==> src/rtl/loopback_test_map.svh <==
// constants for the e1 loopback test controller
`ifndef LOOPBACK_TEST_MAP_SVH
`define LOOPBACK_TEST_MAP_SVH
`define TEST_LOCAL        2'h1
`define TEST_EXTERNAL     2'h2
`define TEST_NETWORK      2'h3
`define DUR_ONCE          7'h00
`define DUR_MAX_MINUTES   7'h62
`define DUR_FOREVER       7'h63
`define FAIL_LIMIT        16'hFDE8
`define NUM_TIMESLOTS     6'h20
`define LAST_TIMESLOT     5'h1F
`define CLK_FREQ_HZ       125000000
`define MINUTE_SECONDS    60
`define PRBS_SEED         15'h7FFF
`endif

==> src/rtl/loopback_test_pkg.sv <==
// types for the e1 loopback test controller
package loopback_test_pkg;
    typedef enum logic [2:0] {
        ST_IDLE,
        ST_SELECT,
        ST_DURATION,
        ST_CONFIRM,
        ST_RUN,
        ST_REPORT
    } ctl_state_type;
    typedef enum logic [1:0] {
        PATH_NORMAL,
        PATH_LOCAL,
        PATH_EXTERNAL,
        PATH_NETWORK
    } path_mode_type;
endpackage

==> src/rtl/pattern_if.sv <==
// shared pattern request/answer between controller and pattern generator
`timescale 1ns/1ps
`default_nettype none
interface pattern_if;
    logic       restart;
    logic       advance;
    logic [7:0] word;
    modport ctl (output restart, output advance, input word);
    modport gen (input restart, input advance, output word);
endinterface
`default_nettype wire

==> src/rtl/e1_loopback_test_controller.sv <==
// operator driven loopback test controller for the e1 line side card
`timescale 1ns/1ps
`default_nettype none
`include "loopback_test_map.svh"

// Overview of operation
// - test types 1 local, 2 external, 3 network; others rejected.
// - cancel at selection abandons request, no test starts.
// - duration 0 single pass (network test runs until stop), 1..98 minutes, 99 continuous.
// - confirmation step; quit aborts, any other key proceeds.
// - detected failures never abort a running test.
// - stop ends any timed or continuous test; 99 ends only by stop.
// - every invalid received word increments the failure count until it reaches 65000.
// - failure count saturates at 65000, never wraps.
// - failure count reported when test ends, zero included.
// - local test loops transmit to receive at backplane, all timeslots.
// - external test sends and checks all timeslots; far end loops.
// - network test returns received e1 data toward the far equipment.
// - network test neither generates nor checks words.
module e1_loopback_test_controller #(
    // a minute at 125 MHz does not fit a 32 bit int
    parameter longint CYCLES_PER_MINUTE =
        longint'(`CLK_FREQ_HZ) * longint'(`MINUTE_SECONDS)
) (
    input  wire logic                          clk,
    input  wire logic                          rst_n,
    input  wire logic                          select_valid,
    input  wire logic [1:0]                    select_test,
    input  wire logic                          select_cancel,
    input  wire logic                          duration_valid,
    input  wire logic [6:0]                    duration_minutes,
    input  wire logic                          confirm_valid,
    input  wire logic                          confirm_quit,
    input  wire logic                          stop_test,
    input  wire logic                          slot_strobe,
    input  wire logic [7:0]                    line_rx_word,
    input  wire logic [7:0]                    bp_tx_word,
    output var  logic                          select_reject,
    output var  logic                          request_aborted,
    output var  logic                          test_running,
    output var  loopback_test_pkg::path_mode_type path_mode,
    output var  logic [7:0]                    line_tx_word,
    output var  logic [7:0]                    bp_rx_word,
    output var  logic                          result_valid,
    output var  logic [15:0]                   result_failures
);
    import loopback_test_pkg::*;

    ctl_state_type state_reg, state_next;
    logic [1:0]  test_reg, test_next;
    logic [6:0]  dur_reg, dur_next;
    logic [32:0] tick_reg, tick_next;
    logic [6:0]  min_reg, min_next;
    logic [4:0]  slot_reg, slot_next;
    logic [15:0] fail_reg, fail_next;
    logic        reject_reg, reject_next;
    logic        abort_reg, abort_next;
    logic        res_v_reg, res_v_next;
    logic [15:0] res_reg, res_next;
    logic [7:0]  ltx_reg, ltx_next;
    logic [7:0]  brx_reg, brx_next;
    logic        checking;
    logic        word_bad;
    logic        run_done;
    logic [7:0]  rx_check_word;

    pattern_if pat ();

    test_pattern_gen u_pattern (
        .clk   (clk),
        .rst_n (rst_n),
        .pat   (pat.gen)
    );

    // network test carries no pattern traffic
    assign checking = (state_reg == ST_RUN) && (test_reg != `TEST_NETWORK);
    // local test loops the transmit register inside the card; the looped
    // word lags the pattern by one cycle, so strobes must not be adjacent
    assign rx_check_word = (test_reg == `TEST_LOCAL) ? ltx_reg
                                                     : line_rx_word;
    assign word_bad = checking && slot_strobe
                      && (rx_check_word != pat.word);
    assign pat.restart = (state_reg == ST_CONFIRM);
    assign pat.advance = checking && slot_strobe;

    // a single pass of the local or external test ends after the last of the 32 timeslots
    assign run_done = (dur_reg == `DUR_ONCE)
                    ? (slot_strobe && slot_reg == `LAST_TIMESLOT
                       && test_reg != `TEST_NETWORK)
                    : (dur_reg != `DUR_FOREVER
                       && min_reg == dur_reg);

    always_comb begin
        state_next  = state_reg;
        test_next   = test_reg;
        dur_next    = dur_reg;
        tick_next   = tick_reg;
        min_next    = min_reg;
        slot_next   = slot_reg;
        fail_next   = fail_reg;
        reject_next = 1'b0;
        abort_next  = 1'b0;
        res_v_next  = 1'b0;
        res_next    = res_reg;
        case (state_reg)
            ST_IDLE: begin
                if (select_valid || select_cancel) begin
                    state_next = ST_SELECT;
                end
            end
            ST_SELECT: begin
                if (select_cancel) begin
                    abort_next = 1'b1;
                    state_next = ST_IDLE;
                end else if (select_valid) begin
                    if (select_test == 2'h0) begin
                        reject_next = 1'b1;
                    end else begin
                        test_next  = select_test;
                        state_next = ST_DURATION;
                    end
                end
            end
            ST_DURATION: begin
                if (duration_valid) begin
                    if (duration_minutes > `DUR_FOREVER) begin
                        reject_next = 1'b1;
                    end else begin
                        dur_next   = duration_minutes;
                        state_next = ST_CONFIRM;
                    end
                end
            end
            ST_CONFIRM: begin
                if (confirm_valid) begin
                    if (confirm_quit) begin
                        abort_next = 1'b1;
                        state_next = ST_IDLE;
                    end else begin
                        state_next = ST_RUN;
                        tick_next  = '0;
                        min_next   = '0;
                        slot_next  = '0;
                        fail_next  = '0;
                    end
                end
            end
            ST_RUN: begin
                if (tick_reg == 33'(CYCLES_PER_MINUTE - 1)) begin
                    tick_next = '0;
                    if (min_reg != `DUR_FOREVER) begin
                        min_next = min_reg + 7'h01;
                    end
                end else begin
                    tick_next = tick_reg + 33'h0_0000_0001;
                end
                if (slot_strobe) begin
                    slot_next = slot_reg + 5'h01;
                end
                // failures only count; they never end the run
                if (word_bad && fail_reg != `FAIL_LIMIT) begin
                    fail_next = fail_reg + 16'h0001;
                end
                if (stop_test || run_done) begin
                    state_next = ST_REPORT;
                end
            end
            ST_REPORT: begin
                res_next   = fail_reg;
                res_v_next = 1'b1;
                state_next = ST_IDLE;
            end
            default: begin
                state_next = ST_IDLE;
            end
        endcase
    end

    // data path switching per test type
    always_comb begin
        ltx_next = bp_tx_word;
        brx_next = line_rx_word;
        if (state_reg == ST_RUN) begin
            case (test_reg)
                `TEST_LOCAL: begin
                    ltx_next = pat.word;
                    brx_next = pat.word;
                end
                `TEST_EXTERNAL: begin
                    ltx_next = pat.word;
                end
                `TEST_NETWORK: begin
                    ltx_next = line_rx_word;
                end
                default: begin
                    ltx_next = bp_tx_word;
                end
            endcase
        end
    end

    always_ff @(posedge clk or negedge rst_n) begin
        if (!rst_n) begin
            state_reg  <= ST_IDLE;
            test_reg   <= 2'h0;
            dur_reg    <= 7'h00;
            tick_reg   <= 33'h0_0000_0000;
            min_reg    <= 7'h00;
            slot_reg   <= 5'h00;
            fail_reg   <= 16'h0000;
            reject_reg <= 1'b0;
            abort_reg  <= 1'b0;
            res_v_reg  <= 1'b0;
            res_reg    <= 16'h0000;
            ltx_reg    <= 8'h00;
            brx_reg    <= 8'h00;
        end else begin
            state_reg  <= state_next;
            test_reg   <= test_next;
            dur_reg    <= dur_next;
            tick_reg   <= tick_next;
            min_reg    <= min_next;
            slot_reg   <= slot_next;
            fail_reg   <= fail_next;
            reject_reg <= reject_next;
            abort_reg  <= abort_next;
            res_v_reg  <= res_v_next;
            res_reg    <= res_next;
            ltx_reg    <= ltx_next;
            brx_reg    <= brx_next;
        end
    end

    assign select_reject   = reject_reg;
    assign request_aborted = abort_reg;
    assign test_running    = (state_reg == ST_RUN);
    assign path_mode       = (state_reg != ST_RUN) ? PATH_NORMAL
                           : path_mode_type'(test_reg);
    assign line_tx_word    = ltx_reg;
    assign bp_rx_word      = brx_reg;
    assign result_valid    = res_v_reg;
    assign result_failures = res_reg;

    chk_fail_saturate: assert property (@(posedge clk) disable iff (!rst_n)
        fail_reg == `FAIL_LIMIT |=> fail_reg == `FAIL_LIMIT
        || $past(state_reg) != ST_RUN)
        else $error("failure count wrapped");
    chk_fail_step: assert property (@(posedge clk) disable iff (!rst_n)
        (state_reg == ST_RUN && word_bad && fail_reg != `FAIL_LIMIT)
        |=> fail_reg == $past(fail_reg) + 16'h0001)
        else $error("bad word not counted");
    chk_net_quiet: assert property (@(posedge clk) disable iff (!rst_n)
        (state_reg == ST_RUN && test_reg == `TEST_NETWORK)
        |=> fail_reg == $past(fail_reg))
        else $error("network test counted");
    chk_stop_ends: assert property (@(posedge clk) disable iff (!rst_n)
        (state_reg == ST_RUN && stop_test)
        |=> state_reg == ST_REPORT ##1 result_valid)
        else $error("stop did not end test");
    chk_report_value: assert property (@(posedge clk) disable iff (!rst_n)
        state_reg == ST_REPORT |=> result_failures == $past(fail_reg))
        else $error("wrong failure report");
    chk_cancel_idle: assert property (@(posedge clk) disable iff (!rst_n)
        (state_reg == ST_SELECT && select_cancel)
        |=> state_reg == ST_IDLE && request_aborted)
        else $error("cancel did not abandon");
    chk_quit_idle: assert property (@(posedge clk) disable iff (!rst_n)
        (state_reg == ST_CONFIRM && confirm_valid && confirm_quit)
        |=> !test_running ##1 !test_running)
        else $error("quit started a test");
    chk_bad_select: assert property (@(posedge clk) disable iff (!rst_n)
        (state_reg == ST_SELECT && select_valid && !select_cancel
         && select_test == 2'h0) |=> select_reject && state_reg == ST_SELECT)
        else $error("bad test accepted");
    chk_no_abort: assert property (@(posedge clk) disable iff (!rst_n)
        (state_reg == ST_RUN && word_bad && !stop_test && !run_done)
        |=> state_reg == ST_RUN)
        else $error("failure aborted test");
    chk_local_loop: assert property (@(posedge clk) disable iff (!rst_n)
        (state_reg == ST_RUN && test_reg == `TEST_LOCAL)
        |=> bp_rx_word == line_tx_word)
        else $error("local loop broken");
endmodule
`default_nettype wire

==> src/rtl/test_pattern_gen.sv <==
// deterministic test word source shared by generator and checker
`timescale 1ns/1ps
`default_nettype none
`include "loopback_test_map.svh"
module test_pattern_gen (
    input wire logic clk,
    input wire logic rst_n,
    pattern_if.gen   pat
);
    import loopback_test_pkg::*;
    logic [14:0] lfsr_reg;
    logic [14:0] lfsr_next;

    // prbs15 stepped eight bits per timeslot
    always_comb begin
        lfsr_next = lfsr_reg;
        if (pat.restart) begin
            lfsr_next = `PRBS_SEED;
        end else if (pat.advance) begin
            for (int i = 0; i < 8; i++) begin
                lfsr_next = {lfsr_next[13:0], lfsr_next[14] ^ lfsr_next[13]};
            end
        end
    end

    always_ff @(posedge clk or negedge rst_n) begin
        if (!rst_n) begin
            lfsr_reg <= `PRBS_SEED;
        end else begin
            lfsr_reg <= lfsr_next;
        end
    end

    assign pat.word = lfsr_reg[7:0];
endmodule
`default_nettype wire

==> config.mk <==
export PLATFORM = sky130hd
export DESIGN_NAME = e1_loopback_test_controller
export DESIGN_NICKNAME = d
export VERILOG_FILES = /design/src/rtl/loopback_test_pkg.sv /design/src/rtl/pattern_if.sv /design/src/rtl/e1_loopback_test_controller.sv /design/src/rtl/test_pattern_gen.sv
export VERILOG_INCLUDE_DIRS = /design/src /design/src/rtl
export SDC_FILE = /design/constraint.sdc
export NUM_CORES = 1
export LEC_CHECK = 0
export ABC_AREA = 1
export ABC_CLOCK_PERIOD_IN_PS = 5440
export BUFFER_PORTS_ARGS = -buffer_cell sky130_fd_sc_hd__buf_2
export CAP_MARGIN = 20
export CORE_MARGIN = 5
export CORE_UTILIZATION = 50
export CTS_BUF_LIST = sky130_fd_sc_hd__clkbuf_4 sky130_fd_sc_hd__clkbuf_8
export DETAILED_ROUTE_END_ITERATION = 7
export GPL_ROUTABILITY_DRIVEN = 0
export PLACE_DENSITY_LB_ADDON = 0.25
export SLEW_MARGIN = 20
export SYNTH_ARGS = -nofsm -noshare
export SYNTH_HDL_FRONTEND = slang
export SYNTH_SLANG_ARGS = --single-unit
==> constraint.sdc <==
create_clock -name clk -period 5.44 [get_ports clk]
set_input_delay 0.816 -clock clk [delete_from_list [all_inputs] [get_ports clk]]
set_output_delay 0.816 -clock clk [all_outputs]
set_load 0.01 [all_outputs]
* Word level (Yosys, flattened, before mapping)
Index checks and enable logic that the tools add are counted. Widths: inputs -> output; s select.
Cells by class: reduce and logical (&&, ||, !) cells 22, equal/unequal tests 29, $lt $le $gt $ge 1, add/sub/neg operators 4, mux-type cells 47, bitwise logic cells 11
Operators with widths (number):
- $mux 33 | 3
- $pmux 33 s2 | 1
- $mux 16 | 3
- $add 33x1->33 const B | 1
- $eq 33x33->1 const B | 1
- $mux 8 | 4
- $pmux 16 s2 | 1
- $mux 15 | 2
- $mux 7 | 4
- $mux 3 | 9
- $add 16x1->16 const B | 1
- $ne 16x16->1 const B | 1
- $pmux 8 s2 | 1
- $mux 5 | 3
- $pmux 3 s5 | 1
- $ne 2x2->1 const B | 7
- $ne 7x7->1 const B | 2
- $pmux 7 s2 | 1
- $reduce_and 4->1 | 3
- $mux 1 | 10
- $pmux 5 s2 | 1
- $ne 3x3->1 const B | 3
- $ne 2x1->1 const B | 4
- $ne 8x8->1 | 1
- 24 further kinds | 46
Word-level totals: bits of input ports 34, flip-flop bits (word level) 123, output and inout port bits 38, logic and storage cells 128

* Logic depth before layout (Yosys ltp)
word-level depth 7, gate-level depth with buffers 17, gate-level depth less buffers 15

* By module
From an unflattened synthesis, not the netlist that was laid out.
Second synthesis, totals: cell total of the unflattened synthesis 1021, area total of the unflattened synthesis 7358.3 um^2
Modules (own cells, without submodules):
- e1_loopback_test_controller | area an instance 6505.0 um^2, cells an instance 919, times used 1, seq. area each 2702.6 um^2
- test_pattern_gen | area an instance 853.3 um^2, cells an instance 102, times used 1, seq. area each 394.1 um^2

* Worst setup path before layout
Ideal clock, no wire load.
kind reg-to-output, start point reg state_reg[1], end point out test_running, slack 3.493 ns, stages on the path, launching flop included 5, data required time 4.624 ns, buffers on the path 1, data arrival time 1.131 ns, cells stage by stage dfrtp_1 > nor2_1 > nand2_2 > inv_2 > clkbuf_1
Between the ends: word-level cells in the longest chain between the ends 1
Ends and longest elaborated chain:
- from (decl) | RTL line e1_loopback_test_controller.sv:49 | ctl_state_type state_reg, state_next;
- from (signal assigned) | RTL line e1_loopback_test_controller.sv:218 | state_reg <= state_next;
- $eq 3x3->1 | RTL line e1_loopback_test_controller.sv:236 | assign test_running = (state_reg == ST_RUN);
- to (decl) | RTL line e1_loopback_test_controller.sv:40 | output var logic test_running,
No other way between the ends.

* Worst setup path after layout
Ends and elaborated chain as after synthesis.

==> flow_metrics.py <==
metrics = {
    "routing": {
        "vias": 6260,
        "wl_per_cell_um": 13.78,
        "ant_nets": 0,
        "routed_wl_um": 16680,
        "drc": 0,
        "first_pass_iters": 5,
        "via_per_inst": 5.174,
        "drt_iter0_markers": 470,
    },
    "floorplanning": {
        "rows": 43,
        "start_util": 0.5084,
        "die-width_um": 128.6,
        "io_pins": 72,
        "coreArea_um2": 13830,
        "die_area_um2": 16530,
        "die_h_um": 128.6,
    },
    "sta": {
        "post-route-period-util": 0.5620,
        "finalSetupViolations": 0,
        "fmax_mhz": 327.1,
        "tightest_slew_ps": 881.3,
        "hold_ws_ps": 270.5,
        "period_minus_slack_ps": 3057,
        "relSlewSlack": 0.4103,
        "finalHoldViolCount": 0,
        "finClkSkew_ps": 11.09,
        "grt_setup_unrepaired": "false",
        "setup-tns-final_ps": 0,
        "timing.final.ws_setup_ps": 2383,
        "final-max-slew-violation-count": 0,
    },
    "critical_path": {
        "cp-end-kind": "output port",
        "crit_fanout": 35,
        "worstSetupPathType": "reg -> out",
        "reg2reg_depth": 9,
        "cp.arrival_ps": 2240,
        "critPathLaunchType": "register",
        "crit_required_ps": 4620,
    },
    "final_layout": {
        "drive_gt1_frac": 0.1379,
        "final_core_util": 0.5702,
        "antenna_cells": 0,
        "multi_input_area_um2": 3411,
        "fin_nets": 1060,
        "synthToLayoutAreaGrowth_pct": 12.16,
        "final.fill_count": 1313,
        "seq_area_um2": 3097,
        "largest_register_ffs": 33,
    },
    "placement": {
        "dp_slack_ps": 2674,
        "io_buffers": 71,
        "post-dp-hpwl_um": 12120,
    },
    "yosys": {
        "syn_area_um2": 7029,
        "ys_warn_count": 0,
        "ys_seq_area_frac": 0.4405,
        "syn-instance-count": 953,
        "yosysUniqueCellTypes": 38,
        "syn_area_per_cell_um2": 7.376,
        "synth-seq-cells": 123,
        "synth_nets": 996,
    },
    "global_routing": {
        "grt_max_degree": 61,
        "grt_pass1_vias": 5812,
        "grt_pass1_wl_um": 28210,
        "antenna_found_initial": 0,
        "grt.total_usage": 0.2118,
        "grt_overflow": 0,
    },
    "power_and_ir_drop": {
        "power.density_nw_per_um2": 393.1,
        "p_leak_nw": 3.706,
        "ir_drop_v": 0.0003102,
    },
    "clock_network": {
        "ctsHoldBuffers": 0,
        "numCtsBuffers": 17,
        "cts_buffer_depth": 2,
        "cts_resized": 0,
        "cts_tree": "yes",
        "ctsHtreeMaxLevel": 4,
        "clock-sinks": 123,
        "post-cts-setup-buffer-count": 0,
        "insertion_delay_ps": 460,
        "root_buffer": "clkbuf_8",
        "clkTransAtPathRegs_ps": 70,
    },
    "outcome": {
        "outcome": "completed",
    },
    "worst_hold_path": {
        "hold_class": "in -> async",
    },
    "run": {
        "maxCapViolCount": 0,
    },
}
logic make-up (layout without fill, tap and decap cells):
group | count (synthesis) | count (layout) | share of synthesized area
simple gates | 537 | 537 | 0.3208
mux | 4 | 4 | 0.006408
flops | 123 | 123 | 0.4405
buf+inv | 130 | 207 | 0.07423
compound gates | 107 | 107 | 0.08847
fa+ha+maj | 9 | 9 | 0.01602
xor+xnor | 43 | 43 | 0.05358
critical path, stage by stage (launching register included):
cell and delay (ps):
dfrtp_1 440, nor2_1 190, nand2_2 470, inv_2 470, buf_2 200
synthesized netlist by cell type, drive strengths merged:
master  count  share of area
dfstp      15          0.056
o22ai       8         0.0071
nand4      24          0.021
mux2        4         0.0064
o21ai      58          0.042
xor2       34          0.042
nor2      125          0.068
xnor2       9          0.011
nor3       25          0.019
o31ai       1         0.0011
buf        15          0.013
o21bai      3         0.0032
nand2     287           0.16
nand3b      2         0.0021
ha          9          0.016
a221oi      8          0.010
a21oi      15          0.011
dfrtp     108           0.38
nand3      71          0.051
o211ai      8         0.0085
a31oi       2         0.0018
or2         2         0.0018
clkbuf     13         0.0069
o21a        4         0.0043
inv       102          0.054
nor3b       1         0.0011
final cells by class:
cell class	count	share of cell area
multi-input combinational	700	0.4326
sequential	123	0.3928
inverter	102	0.04856
timing repair buffer	73	0.04729
clock buffer	19	0.03238
tap	180	0.02857
clock inverter	13	0.01777
final timing paths:
kind                                           from                   to  slack (ps)
worst max-delay path                   state_reg[1]         test_running        2380
worst min-delay path                          rst_n           min_reg[0]         270
worst min register to register  result_failures[14]  result_failures[14]         470
max in group asynchronous                     rst_n   result_failures[0]        4060
worst max register to register         state_reg[2]         tick_reg[14]        2670
min in group clk                result_failures[14]  result_failures[14]         470
cell usage in the layout, fill, tap and decap left out, drive strengths merged, types with 19 or more instances in the layout:
cell type,n
xor2,34
nor2,125
dfrtp,108
buf,73
inv,105
nand3,71
clkbuf,19
nand4,24
nor3,25
o21ai,58
nand2,287
layer usage:
layer	vias to the layer above	part of all wire	track usage	wire length, µm
met2	163	0.44	0.3172	7406
met3	25	0.062	0.05189	1038
met5	-	0	0	0
li1	3213	-	-	-
met1	2859	0.48	0.3033	7959
met4	0	0.016	0.06980	275
power breakdown:
part	internal, mW	leakage [nW]	switching [mW]
combinational	0.316	1.92	0.642
clock	0.425	0.192	0.395
sequential	1.13	1.60	0.189
stage by stage:
stage	instance area [µm²]	std cells	power, mW
detailed placement	7488	1178	2.292
CTS	7884	1210	3.120
finish	7884	1210	3.099
floorplan	7029	953	2.032
global placement	7488	1178	2.275
global route	7884	1210	3.320
(Power assumes the default switching activity.)
